--- src/pam_pkg.sv ---
// Shared widths, encodings and carrier types for the program space address mapper.
package pam_pkg;

	localparam int unsigned PAM_EA_W      = 16;
	localparam int unsigned PAM_PW_W      = 24;
	localparam int unsigned PAM_DW_W      = 16;
	localparam int unsigned PAM_PAGE_W    = 8;
	localparam int unsigned PAM_BYTE_W    = 8;
	localparam int unsigned PAM_EA_TOP    = 15;
	localparam int unsigned PAM_VIS_EA_W  = 15;
	localparam int unsigned PAM_PAGE_TOP  = 7;
	localparam int unsigned PAM_PBE_W     = 3;
	localparam int unsigned PAM_DBE_W     = 2;

	localparam logic [PAM_PBE_W-1:0] PAM_PBE_NONE  = 3'h0;
	localparam logic [PAM_PBE_W-1:0] PAM_PBE_B0    = 3'h1;
	localparam logic [PAM_PBE_W-1:0] PAM_PBE_B1    = 3'h2;
	localparam logic [PAM_PBE_W-1:0] PAM_PBE_LOW   = 3'h3;
	localparam logic [PAM_PBE_W-1:0] PAM_PBE_B2    = 3'h4;
	localparam logic [PAM_DBE_W-1:0] PAM_DBE_NONE  = 2'h0;
	localparam logic [PAM_DBE_W-1:0] PAM_DBE_B0    = 2'h1;
	localparam logic [PAM_DBE_W-1:0] PAM_DBE_B1    = 2'h2;
	localparam logic [PAM_DBE_W-1:0] PAM_DBE_WORD  = 2'h3;
	localparam logic [PAM_BYTE_W-1:0] PAM_BYTE_ZERO = 8'h00;

	typedef enum logic [2:0] {
		PAM_ACC_DATA_RD,
		PAM_ACC_DATA_WR,
		PAM_ACC_TBL_RD_LO,
		PAM_ACC_TBL_RD_HI,
		PAM_ACC_TBL_WR_LO,
		PAM_ACC_TBL_WR_HI
	} pam_acc_e;

	typedef enum logic [1:0] {
		PAM_TGT_DATA,
		PAM_TGT_PROG,
		PAM_TGT_REFUSE
	} pam_tgt_e;

	typedef struct packed {
		pam_acc_e                kind;
		logic                    byte_mode;
		logic [PAM_EA_W-1:0]     effective_address;
		logic [PAM_DW_W-1:0]     wdata;
		logic [PAM_PAGE_W-1:0]   table_page_value;
		logic [PAM_PAGE_W-1:0]   visibility_page_value;
	} pam_req_s;

	typedef struct packed {
		logic                    we;
		logic                    config_sel;
		logic [PAM_PW_W-1:0]     addr;
		logic [PAM_PBE_W-1:0]    be;
		logic [PAM_PW_W-1:0]     wdata;
	} pam_prog_s;

	typedef struct packed {
		logic                    we;
		logic [PAM_EA_W-1:0]     addr;
		logic [PAM_DBE_W-1:0]    be;
		logic [PAM_DW_W-1:0]     wdata;
	} pam_data_s;

	typedef struct packed {
		logic                    err;
		logic [PAM_DW_W-1:0]     rdata;
	} pam_rsp_s;

endpackage : pam_pkg

--- src/pam_addr_calc.sv ---
// Combinational address construction for table, visibility and plain data accesses.
module pam_addr_calc
	import pam_pkg::*;
(
	input  wire pam_req_s            req_i,
	output pam_tgt_e                 target_o,
	output logic                     config_sel_o,
	output logic [PAM_PW_W-1:0]      prog_addr_o,
	output logic [PAM_EA_W-1:0]      data_addr_o
);

	logic                  is_table;
	logic                  ea_top;
	logic [PAM_PW_W-1:0]   raw_addr;

	assign is_table = (req_i.kind != PAM_ACC_DATA_RD) && (req_i.kind != PAM_ACC_DATA_WR);
	assign ea_top   = req_i.effective_address[PAM_EA_TOP];

	always_comb begin
		target_o     = PAM_TGT_DATA;
		config_sel_o = 1'b0;
		raw_addr     = '0;
		if (is_table) begin
			target_o     = PAM_TGT_PROG;
			raw_addr     = {req_i.table_page_value, req_i.effective_address};
			config_sel_o = req_i.table_page_value[PAM_PAGE_TOP];
		end else if (ea_top) begin
			if (req_i.kind == PAM_ACC_DATA_WR) begin
				target_o = PAM_TGT_REFUSE;
			end else begin
				target_o = PAM_TGT_PROG;
			end
			raw_addr     = {1'b0, req_i.visibility_page_value,
				req_i.effective_address[PAM_VIS_EA_W-1:0]};
			config_sel_o = 1'b0;
		end else begin
			target_o = PAM_TGT_DATA;
		end
	end

	// Word addresses stay even; the low address bit selects the byte lane instead.
	assign prog_addr_o = {raw_addr[PAM_PW_W-1:1], 1'b0};
	assign data_addr_o = {req_i.effective_address[PAM_EA_W-1:1], 1'b0};

endmodule : pam_addr_calc

--- src/pam_mapper.sv ---
// Top level of the program space address mapper: request handling, lanes and memory ports.
module pam_mapper
	import pam_pkg::*;
(
	input  wire logic                clk_sys_i,
	input  wire logic                reset_i,
	input  wire logic                req_valid_i,
	output logic                     req_ready_o,
	input  wire pam_req_s            req_i,
	output logic                     rsp_valid_o,
	output pam_rsp_s                 rsp_o,
	output logic                     prog_req_o,
	output pam_prog_s                prog_o,
	input  wire logic                prog_ack_i,
	input  wire logic [PAM_PW_W-1:0] prog_rdata_i,
	output logic                     data_req_o,
	output pam_data_s                data_o,
	input  wire logic                data_ack_i,
	input  wire logic [PAM_DW_W-1:0] data_rdata_i
);

	typedef enum logic [1:0] {
		ST_IDLE,
		ST_PROG,
		ST_DATA,
		ST_RESP
	} pam_state_e;

	pam_state_e             state_q;
	pam_state_e             state_d;
	pam_tgt_e               target;
	logic                   config_sel;
	logic [PAM_PW_W-1:0]    prog_addr;
	logic [PAM_EA_W-1:0]    data_addr;
	logic                   accept;
	logic                   lane_hi;
	logic [PAM_BYTE_W-1:0]  wbyte;
	logic [PAM_PBE_W-1:0]   prog_be;
	logic [PAM_PW_W-1:0]    prog_wdata;
	logic                   prog_we;
	logic [PAM_DBE_W-1:0]   data_be;
	logic [PAM_DW_W-1:0]    data_wdata;
	logic                   data_we;
	pam_acc_e               kind_q;
	logic                   byte_q;
	logic                   lane_hi_q;
	logic [PAM_DW_W-1:0]    prog_lane;
	logic [PAM_DW_W-1:0]    data_lane;
	logic                   prog_start;
	logic                   data_start;
	logic                   refuse_start;

	pam_addr_calc u_addr_calc (
		.req_i        (req_i),
		.target_o     (target),
		.config_sel_o (config_sel),
		.prog_addr_o  (prog_addr),
		.data_addr_o  (data_addr)
	);

	assign req_ready_o = (state_q == ST_IDLE);
	assign accept      = req_valid_i && req_ready_o;
	assign lane_hi     = req_i.effective_address[0];
	assign wbyte       = req_i.wdata[PAM_BYTE_W-1:0];
	assign prog_start   = accept && (target == PAM_TGT_PROG);
	assign data_start   = accept && (target == PAM_TGT_DATA);
	assign refuse_start = accept && (target == PAM_TGT_REFUSE);

	// Program side byte enables and write data placement.
	always_comb begin
		prog_be    = PAM_PBE_LOW;
		prog_wdata = '0;
		prog_we    = 1'b0;
		case (req_i.kind)
			PAM_ACC_TBL_WR_LO: begin
				prog_we = 1'b1;
				if (!req_i.byte_mode) begin
					prog_be    = PAM_PBE_LOW;
					prog_wdata = {PAM_BYTE_ZERO, req_i.wdata};
				end else if (lane_hi) begin
					prog_be    = PAM_PBE_B1;
					prog_wdata = {PAM_BYTE_ZERO, wbyte, PAM_BYTE_ZERO};
				end else begin
					prog_be    = PAM_PBE_B0;
					prog_wdata = {PAM_BYTE_ZERO, PAM_BYTE_ZERO, wbyte};
				end
			end
			PAM_ACC_TBL_WR_HI: begin
				prog_we    = 1'b1;
				prog_wdata = {wbyte, PAM_BYTE_ZERO, PAM_BYTE_ZERO};
				// The odd byte of the upper word does not exist, so it writes nothing.
				if (req_i.byte_mode && lane_hi) begin
					prog_be = PAM_PBE_NONE;
				end else begin
					prog_be = PAM_PBE_B2;
				end
			end
			PAM_ACC_TBL_RD_HI: begin
				prog_be = PAM_PBE_B2;
			end
			PAM_ACC_TBL_RD_LO: begin
				prog_be = PAM_PBE_LOW;
			end
			PAM_ACC_DATA_RD: begin
				prog_be = PAM_PBE_LOW;
			end
			default: begin
				prog_be = PAM_PBE_LOW;
			end
		endcase
	end

	// Data side byte enables and write data placement.
	always_comb begin
		data_we    = (req_i.kind == PAM_ACC_DATA_WR);
		data_be    = PAM_DBE_WORD;
		data_wdata = req_i.wdata;
		if (req_i.byte_mode && lane_hi) begin
			data_be    = PAM_DBE_B1;
			data_wdata = {wbyte, wbyte};
		end else if (req_i.byte_mode) begin
			data_be    = PAM_DBE_B0;
			data_wdata = {wbyte, wbyte};
		end else begin
			data_be    = PAM_DBE_WORD;
			data_wdata = req_i.wdata;
		end
	end

	// Request sequencing: one access is in flight at a time.
	always_comb begin
		state_d = state_q;
		case (state_q)
			ST_IDLE: begin
				if (accept) begin
					case (target)
						PAM_TGT_PROG: begin
							state_d = ST_PROG;
						end
						PAM_TGT_DATA: begin
							state_d = ST_DATA;
						end
						default: begin
							state_d = ST_RESP;
						end
					endcase
				end
			end
			ST_PROG: begin
				if (prog_ack_i) begin
					state_d = ST_RESP;
				end
			end
			ST_DATA: begin
				if (data_ack_i) begin
					state_d = ST_RESP;
				end
			end
			ST_RESP: begin
				state_d = ST_IDLE;
			end
			default: begin
				state_d = ST_IDLE;
			end
		endcase
	end

	// State register.
	always_ff @(posedge clk_sys_i or posedge reset_i) begin
		if (reset_i) begin
			state_q <= ST_IDLE;
		end else begin
			state_q <= state_d;
		end
	end

	// Attributes of the accepted access, kept for steering the read lanes.
	always_ff @(posedge clk_sys_i or posedge reset_i) begin
		if (reset_i) begin
			kind_q    <= PAM_ACC_DATA_RD;
			byte_q    <= 1'b0;
			lane_hi_q <= 1'b0;
		end else if (accept) begin
			kind_q    <= req_i.kind;
			byte_q    <= req_i.byte_mode;
			lane_hi_q <= lane_hi;
		end
	end

	// Program memory request: a one-cycle strobe, fields held until the acknowledge.
	always_ff @(posedge clk_sys_i or posedge reset_i) begin
		if (reset_i) begin
			prog_req_o        <= 1'b0;
			prog_o.we         <= 1'b0;
			prog_o.config_sel <= 1'b0;
			prog_o.addr       <= '0;
			prog_o.be         <= PAM_PBE_NONE;
			prog_o.wdata      <= '0;
		end else begin
			prog_req_o <= prog_start;
			if (prog_start) begin
				prog_o.we         <= prog_we;
				prog_o.config_sel <= config_sel;
				prog_o.addr       <= prog_addr;
				prog_o.be         <= prog_be;
				prog_o.wdata      <= prog_wdata;
			end
		end
	end

	// Data memory request: a one-cycle strobe, fields held until the acknowledge.
	always_ff @(posedge clk_sys_i or posedge reset_i) begin
		if (reset_i) begin
			data_req_o   <= 1'b0;
			data_o.we    <= 1'b0;
			data_o.addr  <= '0;
			data_o.be    <= PAM_DBE_NONE;
			data_o.wdata <= '0;
		end else begin
			data_req_o <= data_start;
			if (data_start) begin
				data_o.we    <= data_we;
				data_o.addr  <= data_addr;
				data_o.be    <= data_be;
				data_o.wdata <= data_wdata;
			end
		end
	end

	// Read lane selection from the returned program word.
	always_comb begin
		prog_lane = prog_rdata_i[PAM_DW_W-1:0];
		case (kind_q)
			PAM_ACC_TBL_RD_HI: begin
				if (byte_q && lane_hi_q) begin
					prog_lane = '0;
				end else begin
					prog_lane = {PAM_BYTE_ZERO, prog_rdata_i[PAM_PW_W-1:PAM_DW_W]};
				end
			end
			PAM_ACC_TBL_RD_LO,
			PAM_ACC_DATA_RD: begin
				if (byte_q && lane_hi_q) begin
					prog_lane = {PAM_BYTE_ZERO, prog_rdata_i[PAM_DW_W-1:PAM_BYTE_W]};
				end else if (byte_q) begin
					prog_lane = {PAM_BYTE_ZERO, prog_rdata_i[PAM_BYTE_W-1:0]};
				end else begin
					prog_lane = prog_rdata_i[PAM_DW_W-1:0];
				end
			end
			default: begin
				prog_lane = '0;
			end
		endcase
	end

	// Read lane selection from the returned data word.
	always_comb begin
		data_lane = data_rdata_i;
		if (byte_q && lane_hi_q) begin
			data_lane = {PAM_BYTE_ZERO, data_rdata_i[PAM_DW_W-1:PAM_BYTE_W]};
		end else if (byte_q) begin
			data_lane = {PAM_BYTE_ZERO, data_rdata_i[PAM_BYTE_W-1:0]};
		end else begin
			data_lane = data_rdata_i;
		end
	end

	// Response: read data is captured with the acknowledge and presented one cycle.
	always_ff @(posedge clk_sys_i or posedge reset_i) begin
		if (reset_i) begin
			rsp_o.err   <= 1'b0;
			rsp_o.rdata <= '0;
		end else if (refuse_start) begin
			rsp_o.err   <= 1'b1;
			rsp_o.rdata <= '0;
		end else if ((state_q == ST_PROG) && prog_ack_i) begin
			rsp_o.err   <= 1'b0;
			rsp_o.rdata <= prog_o.we ? '0 : prog_lane;
		end else if ((state_q == ST_DATA) && data_ack_i) begin
			rsp_o.err   <= 1'b0;
			rsp_o.rdata <= data_o.we ? '0 : data_lane;
		end
	end

	assign rsp_valid_o = (state_q == ST_RESP);

endmodule : pam_mapper

--- config.mk ---
export PLATFORM = sky130hd
export DESIGN_NAME = pam_mapper
export DESIGN_NICKNAME = d
export VERILOG_FILES = /design/src/pam_pkg.sv /design/src/pam_addr_calc.sv /design/src/pam_mapper.sv
export SDC_FILE = /design/constraint.sdc
export NUM_CORES = 1
export LEC_CHECK = 0
export ABC_CLOCK_PERIOD_IN_PS = 4800
export BUFFER_PORTS_ARGS = -buffer_cell sky130_fd_sc_hd__buf_4
export CELL_PAD_IN_SITES_DETAIL_PLACEMENT = 0
export CELL_PAD_IN_SITES_GLOBAL_PLACEMENT = 1
export CORE_MARGIN = 3
export CORE_UTILIZATION = 36
export DETAILED_ROUTE_END_ITERATION = 12
export GPL_ROUTABILITY_DRIVEN = 0
export HOLD_SLACK_MARGIN = 0.02
export PLACE_DENSITY = 0.9
export SLEW_MARGIN = 25
export SYNTH_ARGS = -nofsm -noshare
export SYNTH_HDL_FRONTEND = slang
export SYNTH_SLANG_ARGS = --single-unit
--- constraint.sdc ---
create_clock -name clk_sys_i -period 4.8 [get_ports clk_sys_i]
set_clock_uncertainty 0.1 [all_clocks]
set_input_delay 0.48 -clock clk_sys_i [delete_from_list [all_inputs] [get_ports clk_sys_i]]
set_output_delay 0.48 -clock clk_sys_i [all_outputs]
set_load 0.01 [all_outputs]
# After elaboration in Yosys (flattened, before gate mapping)
# Index checks and enable logic that the tools add are counted.
[classes]
n_addsub = 0
mul = 0
div_mod_pow = 0
n_lt_le_gt_ge = 0
n_eq_ne = 15
shifts = 0
mux = 34
n_bitwise = 0
reduce_logical = 17
[op_table]
columns = ["cell", "n"]
rows = [
  ["two-way mux 16 bit", 10],
  ["two-way mux 17 bit", 3],
  ["case mux 24 bit (2 select lines)", 1],
  ["case mux 16 bit (2 select lines)", 1],
  ["two-way mux 24 bit", 1],
  ["two-way mux 23 bit", 1],
  ["two-way mux 2 bit", 10],
  ["== test 3 x 2 -> 1 bit (second input constant)", 3],
  ["logical AND 1 bit", 9],
  ["case mux 3 bit (3 select lines)", 1],
  ["two-way mux 8 bit", 1],
  ["case mux 2 bit (4 select lines)", 1],
  ["== test 2 bit (second input constant)", 3],
  ["== test 3 bit (second input constant)", 2],
  ["nonzero test 3 bit", 2],
  ["== test 2 x 1 -> 1 bit (second input constant)", 2],
  ["logical NOT 2 bit", 2],
  ["inequality test 2 bit (second input constant)", 2],
  ["case mux 2 bit (2 select lines)", 1],
  ["OR reduction 2 bit", 2],
  ["== test 3 x 1 -> 1 bit (second input constant)", 1],
  ["logical NOT 3 bit", 1],
  ["two-way mux 3 bit", 1],
  ["inequality test 3 x 1 -> 1 bit (second input constant)", 1],
  ["3 further kinds", 4],
]
[word_totals]
ff_bits = 112
latch_bits = 0
ram_bits = 0
mem_bits_ro = 0
output_inout_bits = 109
wordCells = 83
n_memories = 0

# Longest topological paths before layout
[depth]
depth_word = 8
ltp_mapped = 9
depth_no_buf = 7

# Cells and area by module
# A second synthesis with hierarchy kept.
[hier_totals]
hier_cells = 510
hier_area_um2 = 5273.8
[modules_own_cells]
columns = ["mod", "n_inst", "cells_each", "area_per_inst_um2", "seq_area_each_um2"]
rows = [
  ["pam_mapper", 1, 443, 4864.7, 2852.7],
  ["pam_addr_calc", 1, 67, 409.1, 0.0],
]

# Worst setup path after synthesis
# OpenSTA, ideal clock, no wires.
[synth_timing]
path_kind = "register -> register"
start = "register state_q[0]"
end = "register data_o[5] (netlist bit)"
t_arrival_ps = 1761
required_time_ps = 4584
path_slack_ps = 2823
path_stages_with_launch = 9
synth_period_minus_slack_ps = 1977
cell_sequence = "dfrtp_1 > inv_1 > ha_1 > nand2_1 > or3_1 > buf_6 > buf_2 > nand2_1 > nand2_1"
[synth_via]
elab_chain_cells = 3
[synth_rtl]
columns = ["item", "line", "text"]
rows = [
  ["from (decl)", "pam_mapper.sv:29", "pam_state_e state_q;"],
  ["from (signal assigned)", "pam_mapper.sv:173", "state_q <= state_d;"],
  ["logical NOT 2 bit", "pam_mapper.sv:61", "assign req_ready_o = (state_q == ST_IDLE);"],
  ["via req_ready_o", "pam_mapper.sv:8", "output logic req_ready_o,"],
  ["logical AND 1 bit", "pam_mapper.sv:62", "assign accept = req_valid_i && req_ready_o;"],
  ["logical AND 1 bit", "pam_mapper.sv:66", "assign data_start = accept && (target == PAM_TGT_DATA);"],
  ["to (decl)", "pam_mapper.sv:17", "output pam_data_s data_o,"],
]
# The timed path passes the listed nets, and every way through them passes these cells.
# A chain may end at the register's enable or synchronous reset.

# Worst setup path in the final report
[layout_timing]
start = "register state_q[0]"
end = "register data_o[21] (netlist bit)"
[layout_via]
elab_chain_cells = 3
[layout_rtl]
columns = ["item", "line"]
rows = [
  ["logical NOT 2 bit", "pam_mapper.sv:61"],
  ["logical AND 1 bit", "pam_mapper.sv:62"],
  ["logical AND 1 bit", "pam_mapper.sv:66"],
]
# Every way passes these cells.

==> flow_summary.ini <==
[status]
status = complete, no violations

[final_layout]
synthToLayoutAreaGrowth_pct = 37.2
fin_area_sq_um = 6980
final_cells = 862
num_antenna_cells = 0
drive_gt1_share_pct = 38.8
layout_common_cells = 206 x buf_4, 119 x nand2_1, 111 x dfrtp_1, 44 x o21ai_0, 26 x mux2_2
final_common_cell = buf_4
fin_nets = 783

[clock_tree]
cts.repair.resized = 0
cts_root_buf = clkbuf_16
htree_levels = 3
ctsHoldBuffers = 0
cts_tree = built
clock_path_buffers = 2
clock_sinks = 111
cts_setup_buffers = 0
cts-buffers-inserted = 9
clk_latency_ns = 0.35
path_clk_slew_ns = 0.08

[pwr]
p_leak_nw = 3.53
swShare_pct = 36.0
power.density_nw_per_um2 = 564
seq_power_share_pct = 39.0
pwr-share-comb_pct = 41.0
ir_drop_v = 0.000311
p_int_w = 0.00252
power_w = 0.00393
clkPwrFrac_pct = 20.0
p_switching_w = 0.00142

[placed_design]
place_area_sq_um = 6660
dp_cells = 846
place_ws_ns = 2.06
io_buffer_count = 203
dpl.hpwl_microns = 11300

[timing]
hold_viol = 0
slew_viol_final = 0
fin_setup_tns_ns = 0
finalSetupViolCount = 0
fin_crit_ns = 2.72
slew_headroom_pct = 42.4
fmax_mhz = 368
fin_ws_ns = 2.08
worst_pin_slew_ns = 0.865
grt_setup_unrepaired = no
layout_worst_path_cycle_share_pct = 56.6

[routing]
wirelength_microns = 15100
ant_nets = 0
wl_per_cell_microns = 17.5
vias = 4428
drc = 0
firstDrtPassIters = 6
drt_iter0_markers = 239
viasPerCell = 5.14

[synth]
synth_ff_type = dfrtp_1
yosys_register_bits = 111
netlist_instances = 495
async_reset_ff_share_pct = 100
ys_seq_area_share_pct = 54.6
ys_warn_count = 0
syn_avg_cell_area_sq_um = 10.3
synthesis.area_sq_um = 5090
synth.distinct_cells = 44
synth-edff-count = 0

[global_routing]
track_usage_pct = 19.4
gr-total-overflow = 0
grt_max_degree = 64
antenna_found_initial = 0
grt_pass1_vias = 4645
grt_pass1_wl_microns = 24500

[worst_setup_path]
critical_path.top_delay_family = simple AND/OR/NAND/NOR gates
endpoint_kind = register
arrival_ns = 2.86
crit_buf_inv = 2
setup.worst_path.class = reg2reg
crit_top_cell = nand2_1
path_cells = inv_1 > ha_1 > nand2_1 > or3_2 > clkinv_4 > nand2_1 > nand2_1
slowest_delay_ns = 0.77
worstPathRequired_ns = 4.94
rr_worst_depth = 7
crit_slowest_cell = or3_2
startpoint_type = register
rrSetupSlack_ns = 2.08
worst-path-stages = 7
crit_fanout = 44

[die]
io_pins = 206
start_util_pct = 37.7
die_area_sq_um = 15600
die_y_microns = 125
rows = 42
die_w_microns = 125
core-area_sq_um = 13500

[hold_path]
hold_path.class = in2async

[run]
drv_cap = 0
area by class of cell:
cell class / instances / area, sq um
sequential: 111 / 2780
timing repair buffer: 206 / 1550
clock inverter: 6 / 76.3
tap: 176 / 220
fill: 1202 / 6530
multi-input combinational: 344 / 2080
inverter: 9 / 41.3
clock buffer: 10 / 239
per-layer routing:
layer	up-vias	GRT usage, %	routed length [microns]
met3	19	7.12	1400
met4	0	6.06	274
met2	186	31.8	7250
li1	2086	-	-
met1	2137	23.8	6200
met5	-	0	0
path summary, 6_finish.rpt:
| kind | from | endpoint |
|---|---|---|
| worst max-delay path | state_q[0] | data_o[21] |
| worst min-delay path | reset_i | rsp_o[1] |
| worst max register to register | state_q[0] | data_o[21] |
| worst min register to register | data_o[17] | data_o[17] |
| max in group asynchronous | reset_i | data_o[28] |
| min in group clk_sys_i | req_i[38] | data_o[24] |
state kept, by name, summed over array words and instances (netlist names):
name,cells
byte_q,1
data_o,34
data_req_o,1
kind_q,3
lane_hi_q,1
prog_o,51
prog_req_o,1
rsp_o,17
state_q,2
through the flow:
| step | util (%) | hold slack [ns] |
|---|---|---|
| global route | 51.7 | 0.218 |
| CTS | 51.7 | 0.203 |
| floorplan | - | 0.371 |
| detailed placement | 49.3 | 0.366 |
| finish | 51.7 | 0.159 |
| global placement | 49.3 | 0.363 |
power by group through the flow:
stage | clock, W | sequential (W) | combinational, W
global placement | 0 | 0.00153 | 0.00160
detailed placement | 0 | 0.00155 | 0.00164
floorplan | 0 | 0.00165 | 0.000709
CTS | 0.000807 | 0.00154 | 0.00164
finish | 0.000786 | 0.00154 | 0.00161
global route | 0.000851 | 0.00159 | 0.00177
cells by family (layout without fill, tap and decap cells):
kind of cell             count (synthesis)  count (layout)  share of synthesized area (%)
AO/OA/AOI/OAI                          122             122                           15.1
AND/OR/NAND/NOR                        182             182                           17.1
adder cells (fa/ha/maj)                  5               5                           1.23
multiplexers                            33              33                           7.13
flip-flops                             111             111                           54.6
buffers and inverters                   41             231                           4.72
other                                    1               2                         0.0737
cell usage after synthesis, types with 2 or more instances:
cell / instances / area, sq um
buf_6: 5 / 56.3
nor2_1: 4 / 15.0
or3_1: 2 / 12.5
o21ai_0: 44 / 220
and2_1: 2 / 12.5
clkbuf_1: 9 / 33.8
a31oi_1: 3 / 18.8
o21ai_1: 10 / 50.1
o21ai_2: 7 / 61.3
ha_1: 5 / 62.6
nor2b_1: 6 / 37.5
mux2i_1: 7 / 70.1
nand3_1: 9 / 45.0
a22o_1: 9 / 78.8
nand2_1: 119 / 447
buf_4: 5 / 37.5
a22oi_1: 9 / 67.6
buf_2: 11 / 55.1
a21oi_1: 25 / 125
o31ai_1: 8 / 60.1
and3_1: 15 / 93.8
nor3b_1: 17 / 128
inv_1: 8 / 30.0
mux2_2: 26 / 293
dfrtp_1: 111 / 2780
Note: power is estimated with default switching activity, not from simulation.
